**src/rtl/vdeact_regs.vh**
```
// Register offsets, field positions and identity values of the virtual deactivate block.
`ifndef VDEACT_REGS_VH
`define VDEACT_REGS_VH

// Byte offsets on the register port.
`define OFS_VIRT_CTRL 12'h000
`define OFS_HYP_CTRL 12'h004
`define OFS_IRQ_STATUS 12'h008
`define OFS_IRQ_CLEAR 12'h00C
`define OFS_IRQ_ENABLE 12'h010
`define OFS_LAST_REQ 12'h014
`define OFS_IDENTITY 12'h020
`define OFS_DEACT_REQ 12'h024
`define OFS_LIST_BASE 12'h040
`define OFS_LIST_LAST 12'h04C

// Deactivate request fields.
`define DEACT_ID_HI 9
`define DEACT_ID_LO 0
`define DEACT_CPU_HI 12
`define DEACT_CPU_LO 10

// List entry fields.
`define LR_VID_HI 9
`define LR_VID_LO 0
`define LR_PID_HI 19
`define LR_PID_LO 10
`define LR_STATE_HI 29
`define LR_STATE_LO 28
`define LR_HW_BIT 31
`define LR_ACTIVE_BIT 29
`define LR_STATE_INVALID 2'h0
`define LR_COUNT 4

// Hypervisor control: counter in bits 31:27.
`define HCR_CNT_HI 31
`define HCR_CNT_LO 27
`define HCR_CNT_W 5

// Virtual control: split-deactivate mode bit.
`define VCTRL_SPLIT_BIT 0

// Interrupt events.
`define EV_UNMATCHED 0
`define EV_FORWARDED 1
`define EV_GROUP0_DROP 2
`define EV_MODE_MISUSE 3
`define EV_COUNT 4

// Identity fields; all values are arbitrary.
`define ID_PRODUCT 12'h5A1
`define ID_ARCH 4'h1
`define ID_REVISION 4'h0
`define ID_IMPLEMENTER 12'h3C7

`endif

```
**src/rtl/lr_match.v**
```verilog
// Finds the list entry whose virtual ID equals a requested ID.
`timescale 1ns/100ps
`include "vdeact_regs.vh"

module lr_match (
	input wire [32*`LR_COUNT-1:0] entries, // Flattened list entries, entry 0 in the low word.
	input wire [9:0] req_id, // Virtual interrupt ID being deactivated.
	output reg hit, // High when some live entry holds the ID.
	output reg [1:0] hit_index // Lowest matching entry index.
);

	wire [`LR_COUNT-1:0] hit_vec;
	integer k;

	// Invalid entries never match, so a stale ID in a free slot cannot be deactivated.
	genvar g;
	generate
		for (g = 0; g < `LR_COUNT; g = g + 1) begin : per_entry
			assign hit_vec[g] = (entries[32*g+`LR_STATE_HI -: 2] != `LR_STATE_INVALID) &&
				(entries[32*g+`LR_VID_HI -: 10] == req_id);
		end
	endgenerate

	// Lowest index wins; duplicate IDs are a hypervisor error and get a fixed answer.
	always @* begin
		hit = 1'b0;
		hit_index = 2'h0;
		for (k = `LR_COUNT - 1; k >= 0; k = k - 1) begin
			if (hit_vec[k]) begin
				hit = 1'b1;
				hit_index = k[1:0];
			end
		end
	end

endmodule

```
**src/rtl/event_irq.v**
```verilog
// Sticky event status with enable and write-one-to-clear, driving one level interrupt.
`timescale 1ns/100ps
`include "vdeact_regs.vh"

module event_irq (
	input wire clock, // System clock.
	input wire rstn, // Asynchronous reset, active low.
	input wire ce, // Clock enable; state holds while low.
	input wire [`EV_COUNT-1:0] events, // One-cycle event pulses.
	input wire clear_wr, // Write strobe of the clear register.
	input wire enable_wr, // Write strobe of the enable register.
	input wire [`EV_COUNT-1:0] wdata, // Write data bits.
	output reg [`EV_COUNT-1:0] status_q, // Sticky status.
	output reg [`EV_COUNT-1:0] enable_q, // Interrupt enables.
	output wire irq // Level interrupt.
);

	// A new event beats a clear in the same cycle so it is never lost.
	always @(posedge clock or negedge rstn) begin
		if (!rstn) begin
			status_q <= 4'h0;
			enable_q <= 4'h0;
		end else if (ce) begin
			status_q <= (status_q & ~({`EV_COUNT{clear_wr}} & wdata)) | events;
			if (enable_wr) begin
				enable_q <= wdata;
			end
		end
	end

	// The interrupt follows status and enable with no extra delay.
	assign irq = |(status_q & enable_q);

endmodule

```
**src/rtl/virt_deactivate.v**
```verilog
// Virtual deactivate block: register port, list entries, unmatched counter and distributor forwarding.
`timescale 1ns/100ps
`include "vdeact_regs.vh"

module virt_deactivate (
	input wire clock, // System clock, 125 MHz.
	input wire rstn, // Asynchronous reset, active low.
	input wire ce, // Clock enable; all state holds while low.
	input wire [11:0] addr, // Register byte address.
	input wire [31:0] wdata, // Register write data.
	input wire wr, // Write strobe, one cycle.
	input wire rd, // Read strobe, one cycle.
	output reg [31:0] rdata, // Read data, valid the cycle after rd.
	output wire phys_deact_valid, // Deactivate request to the distributor, one-cycle pulse.
	output reg [9:0] phys_deact_id, // Physical ID of the forwarded deactivate.
	input wire phys_group0, // Distributor: the interrupt on phys_deact_id is Group 0.
	output wire irq // Level interrupt from enabled status bits.
);

	// Register decode strobes.
	wire sel_vctrl = (addr == `OFS_VIRT_CTRL);
	wire sel_hcr = (addr == `OFS_HYP_CTRL);
	wire sel_status = (addr == `OFS_IRQ_STATUS);
	wire sel_clear = (addr == `OFS_IRQ_CLEAR);
	wire sel_enable = (addr == `OFS_IRQ_ENABLE);
	wire sel_last = (addr == `OFS_LAST_REQ);
	wire sel_ident = (addr == `OFS_IDENTITY);
	wire sel_deact = (addr == `OFS_DEACT_REQ);
	wire sel_list = (addr >= `OFS_LIST_BASE) && (addr <= `OFS_LIST_LAST) && (addr[1:0] == 2'h0);
	wire [1:0] list_sel_index = addr[3:2];

	// Control and state registers.
	reg split_mode_q;
	reg [`HCR_CNT_W-1:0] unmatched_cnt_q;
	reg [`HCR_CNT_W-1:0] unmatched_cnt_d;
	reg [31:0] list_q [0:`LR_COUNT-1];
	reg fwd_pend_q;
	reg [9:0] last_id_q;
	reg [2:0] last_cpu_q;
	reg last_hit_q;
	reg [1:0] last_index_q;
	reg [`EV_COUNT-1:0] events_d;

	wire [`EV_COUNT-1:0] status_q;
	wire [`EV_COUNT-1:0] enable_q;

	// Request fields; bits 31:13 are never looked at.
	wire [9:0] req_id = wdata[`DEACT_ID_HI:`DEACT_ID_LO];
	wire [2:0] req_cpu = wdata[`DEACT_CPU_HI:`DEACT_CPU_LO];

	wire deact_wr = wr && sel_deact;
	// Only a write in split-deactivate mode acts on the list entries.
	wire deact_valid = deact_wr && split_mode_q;
	wire deact_misuse = deact_wr && !split_mode_q;

	// Flattened list entries for the matcher.
	wire [32*`LR_COUNT-1:0] entries_flat;
	genvar g;
	generate
		for (g = 0; g < `LR_COUNT; g = g + 1) begin : flat
			assign entries_flat[32*g+31 -: 32] = list_q[g];
		end
	endgenerate

	wire hit;
	wire [1:0] hit_index;

	// The matcher looks at the ID and the entry state only, so Group 0 and Group 1 share one path.
	lr_match u_match (
		.entries(entries_flat),
		.req_id(req_id),
		.hit(hit),
		.hit_index(hit_index)
	);

	wire [31:0] hit_entry = list_q[hit_index];
	wire hit_active = hit_entry[`LR_ACTIVE_BIT];
	wire hit_hw = hit_entry[`LR_HW_BIT];

	// Virtual control register holds the split-deactivate mode bit.
	always @(posedge clock or negedge rstn) begin
		if (!rstn) begin
			split_mode_q <= 1'b0;
		end else if (ce) begin
			if (wr && sel_vctrl) begin
				split_mode_q <= wdata[`VCTRL_SPLIT_BIT];
			end
		end
	end

	// Counter next value; an unmatched deactivate adds one on top of a same-cycle software write.
	always @* begin
		unmatched_cnt_d = unmatched_cnt_q;
		if (wr && sel_hcr) begin
			unmatched_cnt_d = wdata[`HCR_CNT_HI:`HCR_CNT_LO];
		end
		if (deact_valid && !hit) begin
			unmatched_cnt_d = unmatched_cnt_d + 5'h01;
		end
	end

	// The counter wraps; software owning the hypervisor side must drain it before overflow.
	always @(posedge clock or negedge rstn) begin
		if (!rstn) begin
			unmatched_cnt_q <= 5'h00;
		end else if (ce) begin
			unmatched_cnt_q <= unmatched_cnt_d;
		end
	end

	// List entries: software writes whole words; a deactivate clears only the active bit of the hit.
	integer i;
	always @(posedge clock or negedge rstn) begin
		if (!rstn) begin
			for (i = 0; i < `LR_COUNT; i = i + 1) begin
				list_q[i] <= 32'h00000000;
			end
		end else if (ce) begin
			if (wr && sel_list) begin
				list_q[list_sel_index] <= wdata;
			end else if (deact_valid && hit && hit_active) begin
				// Active goes to invalid, active-and-pending goes to pending.
				list_q[hit_index][`LR_ACTIVE_BIT] <= 1'b0;
			end
		end
	end

	// Entries that are only pending are left untouched; software must not aim at them.

	// Forward register: the distributor sees the physical ID the cycle after the write.
	always @(posedge clock or negedge rstn) begin
		if (!rstn) begin
			fwd_pend_q <= 1'b0;
			phys_deact_id <= 10'h000;
		end else if (ce) begin
			fwd_pend_q <= deact_valid && hit && hit_active && hit_hw;
			if (deact_valid && hit && hit_hw) begin
				phys_deact_id <= hit_entry[`LR_PID_HI:`LR_PID_LO];
			end
		end
	end

	// The distributor answers the Group 0 query on the same clock, so the drop is decided in one cycle.
	assign phys_deact_valid = ce && fwd_pend_q && !phys_group0;

	// Last request record, readable for the hypervisor when it emulates deactivates.
	always @(posedge clock or negedge rstn) begin
		if (!rstn) begin
			last_id_q <= 10'h000;
			last_cpu_q <= 3'h0;
			last_hit_q <= 1'b0;
			last_index_q <= 2'h0;
		end else if (ce) begin
			if (deact_valid) begin
				last_id_q <= req_id;
				last_cpu_q <= req_cpu;
				last_hit_q <= hit;
				last_index_q <= hit_index;
			end
		end
	end

	// Event pulses for the status register.
	always @* begin
		events_d = 4'h0;
		events_d[`EV_UNMATCHED] = deact_valid && !hit;
		events_d[`EV_FORWARDED] = ce && fwd_pend_q && !phys_group0;
		events_d[`EV_GROUP0_DROP] = ce && fwd_pend_q && phys_group0;
		events_d[`EV_MODE_MISUSE] = deact_misuse;
	end

	event_irq u_events (
		.clock(clock),
		.rstn(rstn),
		.ce(ce),
		.events(events_d),
		.clear_wr(wr && sel_clear),
		.enable_wr(wr && sel_enable),
		.wdata(wdata[`EV_COUNT-1:0]),
		.status_q(status_q),
		.enable_q(enable_q),
		.irq(irq)
	);

	// Read data register; write-only and unmapped addresses read zero, identity ignores writes.
	always @(posedge clock or negedge rstn) begin
		if (!rstn) begin
			rdata <= 32'h00000000;
		end else if (ce) begin
			if (!rd) begin
				rdata <= 32'h00000000;
			end else if (sel_vctrl) begin
				rdata <= {31'h00000000, split_mode_q};
			end else if (sel_hcr) begin
				rdata <= {unmatched_cnt_q, 27'h0000000};
			end else if (sel_status) begin
				rdata <= {28'h0000000, status_q};
			end else if (sel_enable) begin
				rdata <= {28'h0000000, enable_q};
			end else if (sel_last) begin
				rdata <= {16'h0000, last_hit_q, last_index_q, last_cpu_q, last_id_q};
			end else if (sel_ident) begin
				rdata <= {`ID_PRODUCT, `ID_ARCH, `ID_REVISION, `ID_IMPLEMENTER};
			end else if (sel_list) begin
				rdata <= list_q[list_sel_index];
			end else begin
				rdata <= 32'h00000000;
			end
		end
	end

endmodule

```
**config.mk**
```make
export PLATFORM = sky130hd
export DESIGN_NAME = virt_deactivate
export DESIGN_NICKNAME = d
export VERILOG_FILES = /design/src/rtl/lr_match.v /design/src/rtl/event_irq.v /design/src/rtl/virt_deactivate.v
export VERILOG_INCLUDE_DIRS = /design/src /design/src/rtl
export SDC_FILE = /design/constraint.sdc
export NUM_CORES = 1
export LEC_CHECK = 0
export BUFFER_PORTS_ARGS = -buffer_cell sky130_fd_sc_hd__buf_4
export CAP_MARGIN = 30
export CORE_MARGIN = 2
export CORE_UTILIZATION = 25
export DETAILED_ROUTE_END_ITERATION = 7
export PLACE_DENSITY_LB_ADDON = 0.12
export RECOVER_POWER = 50
export SYNTH_ARGS = -nofsm -noshare
export SYNTH_HDL_FRONTEND = slang
export SYNTH_SLANG_ARGS = --single-unit
```
**constraint.sdc**
```tcl
create_clock -name clock -period 3.8 [get_ports clock]
set_clock_uncertainty 0.1 [all_clocks]
set_input_delay 0 -clock clock [delete_from_list [all_inputs] [get_ports clock]]
set_output_delay 0 -clock clock [all_outputs]
set_load 0.01 [all_outputs]
```
# == Word-level counts from Yosys, hierarchy flattened ==
# Cells that the tools add are included.
# word_totals
regBits,201
in_bits,50
output_inout_bits,44
elab_cells,113
# classes
n_addsub,1
n_lt_le_gt_ge,6
eq_ne,11
mux,31
n_bitwise,9
n_reduce_logical,40
# ops
cell,n
2-to-1 mux 32 bit,13
2-to-1 mux 128 bit,2
AND 128 bit,1
binary-select mux 32 bit (select 2 bit),2
bitwise mux 128 bit,1
demux 32 bit (select 2 bit),2
NOT 128 bit,1
equality test 10 bit,4
2-to-1 mux 30 bit,1
"equality test 12 x 4 -> 1 bit, second input constant",2
"equality test 12 x 5 -> 1 bit, second input constant",2
"equality test 12 x 6 -> 1 bit, second input constant",2
logical AND 1 bit,24
AND 4 bit,3
"equality test 12 x 3 -> 1 bit, second input constant",1
">= comparator 12 x 7 -> 1 bit, second input constant",1
"<= comparator 12 x 7 -> 1 bit, second input constant",1
logical NOT 12 bit,1
2-to-1 mux 5 bit,2
AND reduction 2 bit,5
nonzero test 2 bit,5
2-to-1 mux 2 bit,4
">= comparator 3 bit, second input constant",2
"less-than comparator 3 x 1 -> 1 bit, second input constant",2
8 further kinds,14

# == Longest topological paths before layout ==
# depth
word_depth,15
ltp_mapped,10
ltp_nobuf,9

# == Hierarchy ==
# Synthesis repeated with hierarchy kept, for this count alone.
# hier_totals
hier_cells,767
area_unflattened_um2,10172.3
# by_module_without_submodules
mod,instances,cells_each,area_each_um2
virt_deactivate,1,679,9267.6
lr_match,1,63,543.0
event_irq,1,25,361.6

# == Worst setup path after synthesis ==
# No wires, ideal clock.
# synth_path
kind,reg2reg
startpoint,"register list_q, in the netlist entries_flat[9]"
endpoint,register phys_deact_id[0]
setup_ps,125
arrival_ps,2433
slack_ps,1142
path_stages_with_launch,9
path_buffers,1
period_less_slack_ps,2658
path_cell_list,dfrtp_1 > xnor2_1 > o2111ai_1 > nor4_1 > nor3b_1 > a22o_1 > a2111oi_4 > buf_6 > mux2_4
# synth_between
elab_chain_cells,9
elab_cells_between_ends,11
cone_classes,1 x eq/ne; 5 x mux; 1 x bitwise; 4 x reduce/logical
# synth_rtl
item,line,text
from (decl),virt_deactivate.v:36,reg [31:0] list_q [0:`LR_COUNT-1];
"from (signal, indexed assignment)",virt_deactivate.v:120,list_q[list_sel_index] <= wdata;
equality test 10 bit *,lr_match.v:20,(entries[32*g+`LR_VID_HI -: 10] == req_id);
logical AND 1 bit *,lr_match.v:19,assign hit_vec[g] = (entries[32*g+`LR_STATE_HI -: 2] != `LR_STATE_INVALID) &&
2-to-1 mux 2 bit,lr_match.v:29,if (hit_vec[k]) begin
NOT 2 -> 3 bit (implied by the code),virt_deactivate.v:76,wire [31:0] hit_entry = list_q[hit_index];
binary-select mux 32 bit (select 2 bit),virt_deactivate.v:76,
2-to-1 mux 32 bit (implied by the code) (2 in series),virt_deactivate.v:76,
logical AND 1 bit,virt_deactivate.v:137,if (deact_valid && hit && hit_hw) begin
AND reduction 2 bit (no source line),n/a,
to (signal assigned),virt_deactivate.v:138,phys_deact_id <= hit_entry[`LR_PID_HI:`LR_PID_LO];
to (decl),virt_deactivate.v:15,"output reg [9:0] phys_deact_id,"
# Mark *: on every way between the ends. The rest lies on a longest branch, timed or not. The select of a mux whose other input is x is not followed.
# A chain may end at the register's enable or synchronous reset.

# == Worst setup path in the final report ==
# layout_path
startpoint,input addr[11]
endpoint,register unmatched_cnt_q[2]
# layout_between
elab_chain_cells,5
elab_cells_between_ends,9
cone_classes,1 x add/sub; 2 x eq/ne; 2 x mux; 4 x reduce/logical
# layout_rtl
item,line,text
from (decl),virt_deactivate.v:9,"input wire [11:0] addr,"
equality test 12 x 3 -> 1 bit (no source line) or equality test 12 x 6 -> 1 bit (tied branches),n/a,
logical AND 1 bit (on tied branches),"virt_deactivate.v:94, virt_deactivate.v:51",
2-to-1 mux 5 bit or logical AND 1 bit (tied branches),"virt_deactivate.v:94, virt_deactivate.v:53",
adder 5 x 1 -> 5 bit or logical AND 1 bit (tied branches),"virt_deactivate.v:98, virt_deactivate.v:97",
2-to-1 mux 5 bit *,virt_deactivate.v:97,if (deact_valid && !hit) begin
to (signal assigned),virt_deactivate.v:107,unmatched_cnt_q <= unmatched_cnt_d;
to (decl),virt_deactivate.v:34,reg [`HCR_CNT_W-1:0] unmatched_cnt_q;
# Mark *: on every way between the ends. The rest lies on a longest branch, timed or not.

==> impl_metrics.env <==
export IMPL_p_leak_nw=5.795
export IMPL_p_total_mw=5.052
export IMPL_peakVddDrop_uv=219.2
export IMPL_synth_common_cells="dfrtp_1 (201), mux2_2 (139), nand2_1 (52)"
export IMPL_combinationalPowerShare_pct=5.7
export IMPL_insertedDiodeCount=0
export IMPL_synth_cell_type_count=61
export IMPL_post_cts_resized=0
export IMPL_min_period_ns=3.626
export IMPL_cp_required_ns=4.18
export IMPL_finalSetupViolCount=0
export IMPL_internal_power_mw=3.890
export IMPL_grt_overflow_total=0
export IMPL_slew_viol_final=90
export IMPL_fp_dieW_um=204.0
export IMPL_maxCapViolCount=1
export IMPL_clkPwrFrac_pct=51.8
export IMPL_dieHeight_um=204.0
export IMPL_synth_main_ff_cell="dfrtp_1"
export IMPL_routedWlPerCell_um=21.71
export IMPL_nFillCells=4038
export IMPL_r2r_end="unmatched_cnt_q[2]$_DFFE_PN0P_"
export IMPL_final_net_count=971
export IMPL_fin_ws_ns=0.1736
export IMPL_r2r_cells=11
export IMPL_fp_dieArea_um2=41620
export IMPL_grt_max_degree=91
export IMPL_root_buffer="clkbuf_16"
export IMPL_ys_ff_latch=201
export IMPL_core_area_um2=39640
export IMPL_synthArstFlopShare_pct=100.0
export IMPL_r2r_setup_slack_ns=0.23
export IMPL_cts_tree="yes"
export IMPL_critPathKind="primary input to flop"
export IMPL_routed_top_layer="met4"
export IMPL_via_count=7126
export IMPL_final_layout_size_suffix_gt1_share_pct=33.72
export IMPL_rows=73
export IMPL_grt_usage_pct=15.50
export IMPL_gp_congestion=0.7371
export IMPL_htree_levels=1
export IMPL_place_hpwl_mm=20.71
export IMPL_io_buffers=93
export IMPL_antenna_found_initial=0
export IMPL_r2r_start="entries_flat[65]$_DFFE_PN0P_"
export IMPL_grt_pass1_wl_mm=48.73
export IMPL_dr_wl_met3_mm=1.210
export IMPL_swShare_pct=23.00
export IMPL_cts_buffers_inserted=26
export IMPL_p_sw_mw=1.162
export IMPL_drc_errors=0
export IMPL_yosysMostFrequentCell="dfrtp_1"
export IMPL_cp_endpoint="unmatched_cnt_q[2]$_DFFE_PN0P_"
export IMPL_cp_arrival_ns=4.01
export IMPL_startpoint="addr[11]"
export IMPL_worstSetupStartpointType="primary input"
export IMPL_start_util_pct=25.23
export IMPL_syn_to_final_growth_pct=27.02
export IMPL_syn_avg_cell_area_um2=12.92
export IMPL_first_pass_iters=5
export IMPL_rsz0062_at_grt="no"
export IMPL_clock_latency_ns=0.55
export IMPL_pwr_share_seq_pct=42.5
export IMPL_synth_edf_count=0
export IMPL_vias_per_cell=4.864
export IMPL_max_slew_worst_pin_slew_ns=2.441
export IMPL_clk_pin_slew_ns=0.05
export IMPL_dr_first_iter_drc_count=400
export IMPL_wl_met1_mm=15.57
export IMPL_grt_pass1_vias=7388
export IMPL_synth_top_cell_area_share_pct=50.29
export IMPL_final_area_um2=12700
export IMPL_ant_nets=0
export IMPL_syn_num_nets=825
export IMPL_hold_class="primary input to flop"
export IMPL_powerDensity_nw_per_um2=397.7
export IMPL_yosys_area_top_type="dfrtp_1"
export IMPL_hold_viol_final=0
export IMPL_synth_area_leaders="dfrtp_1 (50%), mux2_2 (16%), mux4_2 (7.2%)"
export IMPL_wirelength_mm=31.81
export IMPL_pre_cts_ws_ns=0.8634
export IMPL_slew_headroom_pct=-62.73
export IMPL_met2_length_mm=14.45
export IMPL_syn_inst=774
export IMPL_cts_sinks=201
export IMPL_path_max_fanout=8
export IMPL_violations="max-capacitance violations, max-slew violations"
export IMPL_outcome="finished, violations left"
export IMPL_endpoint_kind="flop"
export IMPL_placed_cell_area_um2=11430
export IMPL_min_period_over_period_pct=95.43
export IMPL_fmax_ghz=0.2758
export IMPL_synth_area_um2=10000
export IMPL_setup_tns_ns=0
export IMPL_holdWs_ns=0.06411
export IMPL_seq_area_frac_synth_pct=50.29
export IMPL_yosys_warnings=0
export IMPL_clockBufferDepth=3
export IMPL_ios=94
[final cells by class]
| type | instances | area [um2] | share of cell area, % |
|---|---|---|---|
| Tap cell | 525 | 656.9 | 5.170 |
| Clock inverter | 9 | 135.1 | 1.064 |
| Timing Repair Buffer | 169 | 1306 | 10.28 |
| Sequential cell | 201 | 5030 | 39.59 |
| Inverter | 12 | 45.04 | 0.3545 |
| Clock buffer | 39 | 789.5 | 6.214 |
| Multi-Input combinational cell | 510 | 4742 | 37.33 |
[registers in the layout, indices dropped and copies added, names as in the netlist]
name               flops
entries_flat         128
rdata                 32
last_id_q             10
phys_deact_id         10
unmatched_cnt_q        5
u_events.enable_q      4
u_events.status_q      4
last_cpu_q             3
last_index_q           2
fwd_pend_q             1
last_hit_q             1
split_mode_q           1
[cell usage in the layout (no fill, tap or decap), types with 17 or more instances in the layout]
cell / netlist / layout
dlygate4sd3_1: 0 / 52
nor2_1: 23 / 19
o2bb2ai_1: 17 / 17
dfrtp_1: 201 / 201
clkbuf_1: 26 / 46
xor2_1: 30 / 30
mux2_2: 139 / 139
buf_4: 0 / 68
clkbuf_16: 0 / 26
mux4_2: 32 / 32
nand2_1: 52 / 52
[power groups by stage]
stage / Combinational, mW / Sequential, mW / Clock, mW
after detailed placement: 0.260 / 2.19 / 0
after CTS: 0.298 / 2.15 / 2.70
after global placement: 0.258 / 2.19 / 0
after global routing: 0.319 / 2.15 / 2.77
final: 0.288 / 2.15 / 2.62
after floorplan: 0.100 / 2.19 / 0
[critical path: stages]
cell and delay, ns:
dlygate4sd3_1 0.55, buf_4 0.14, or4_4 0.56, nor4_2 0.31
buf_4 0.21, mux2i_1 0.34, inv_1 0.08, ha_1 0.20
inv_1 0.09, nor3_1 0.07, a31o_2 0.23, dlygate4sd3_1 0.54
a21oi_1 0.13, dlygate4sd3_1 0.55
[stage by stage]
step | utilization, % | cells
2_1_floorplan | - | 774
3_3_place_gp | 28.74 | 1363
3_5_place_dp | 28.83 | 1365
4_1_cts | 32.48 | 1465
5_1_grt | 32.05 | 1465
6_report | 32.05 | 1465
[per-layer routing]
metal	global-route usage (%)	vias up
li1	-	3226
met1	22.36	3710
met2	24.65	155
met3	2.264	35
met4	3.287	0
met5	0	-
[logic make-up after synthesis]
| family | synth area share, % |
|---|---|
| xor+xnor | 3.678 |
| flops | 50.29 |
| fa+ha+maj | 0.1251 |
| buf+inv | 2.614 |
| simple gates | 8.744 |
| mux | 24.61 |
| compound gates | 9.945 |
[worst min path at each step]
stage | start | end | slack (ns) | cells past startpoint
finish | addr[2] | entries_flat[125]$_DFFE_PN0P_ | 0.06 | 5
global route | addr[2] | entries_flat[61]$_DFFE_PN0P_ | 0.14 | 3
CTS | rstn | last_id_q[7]$_DFFE_PN0P_ | 0.03 | 2
detailed placement | rstn | rdata[7]$_DFFE_PN0P_ | 0.06 | 1
global placement | rstn | entries_flat[102]$_DFFE_PN0P_ | 0.06 | 1
floorplan | rstn | entries_flat[0]$_DFFE_PN0P_ | -0.40 | 0
[timing repair]
action,4_1_cts,5_1_grt
hold endpoints to repair,252,0
buffers inserted,0,0
endpoints found under the setup margin,0,0
hold buffers,52,0
No activity file was read; power rests on OpenSTA's default activity.
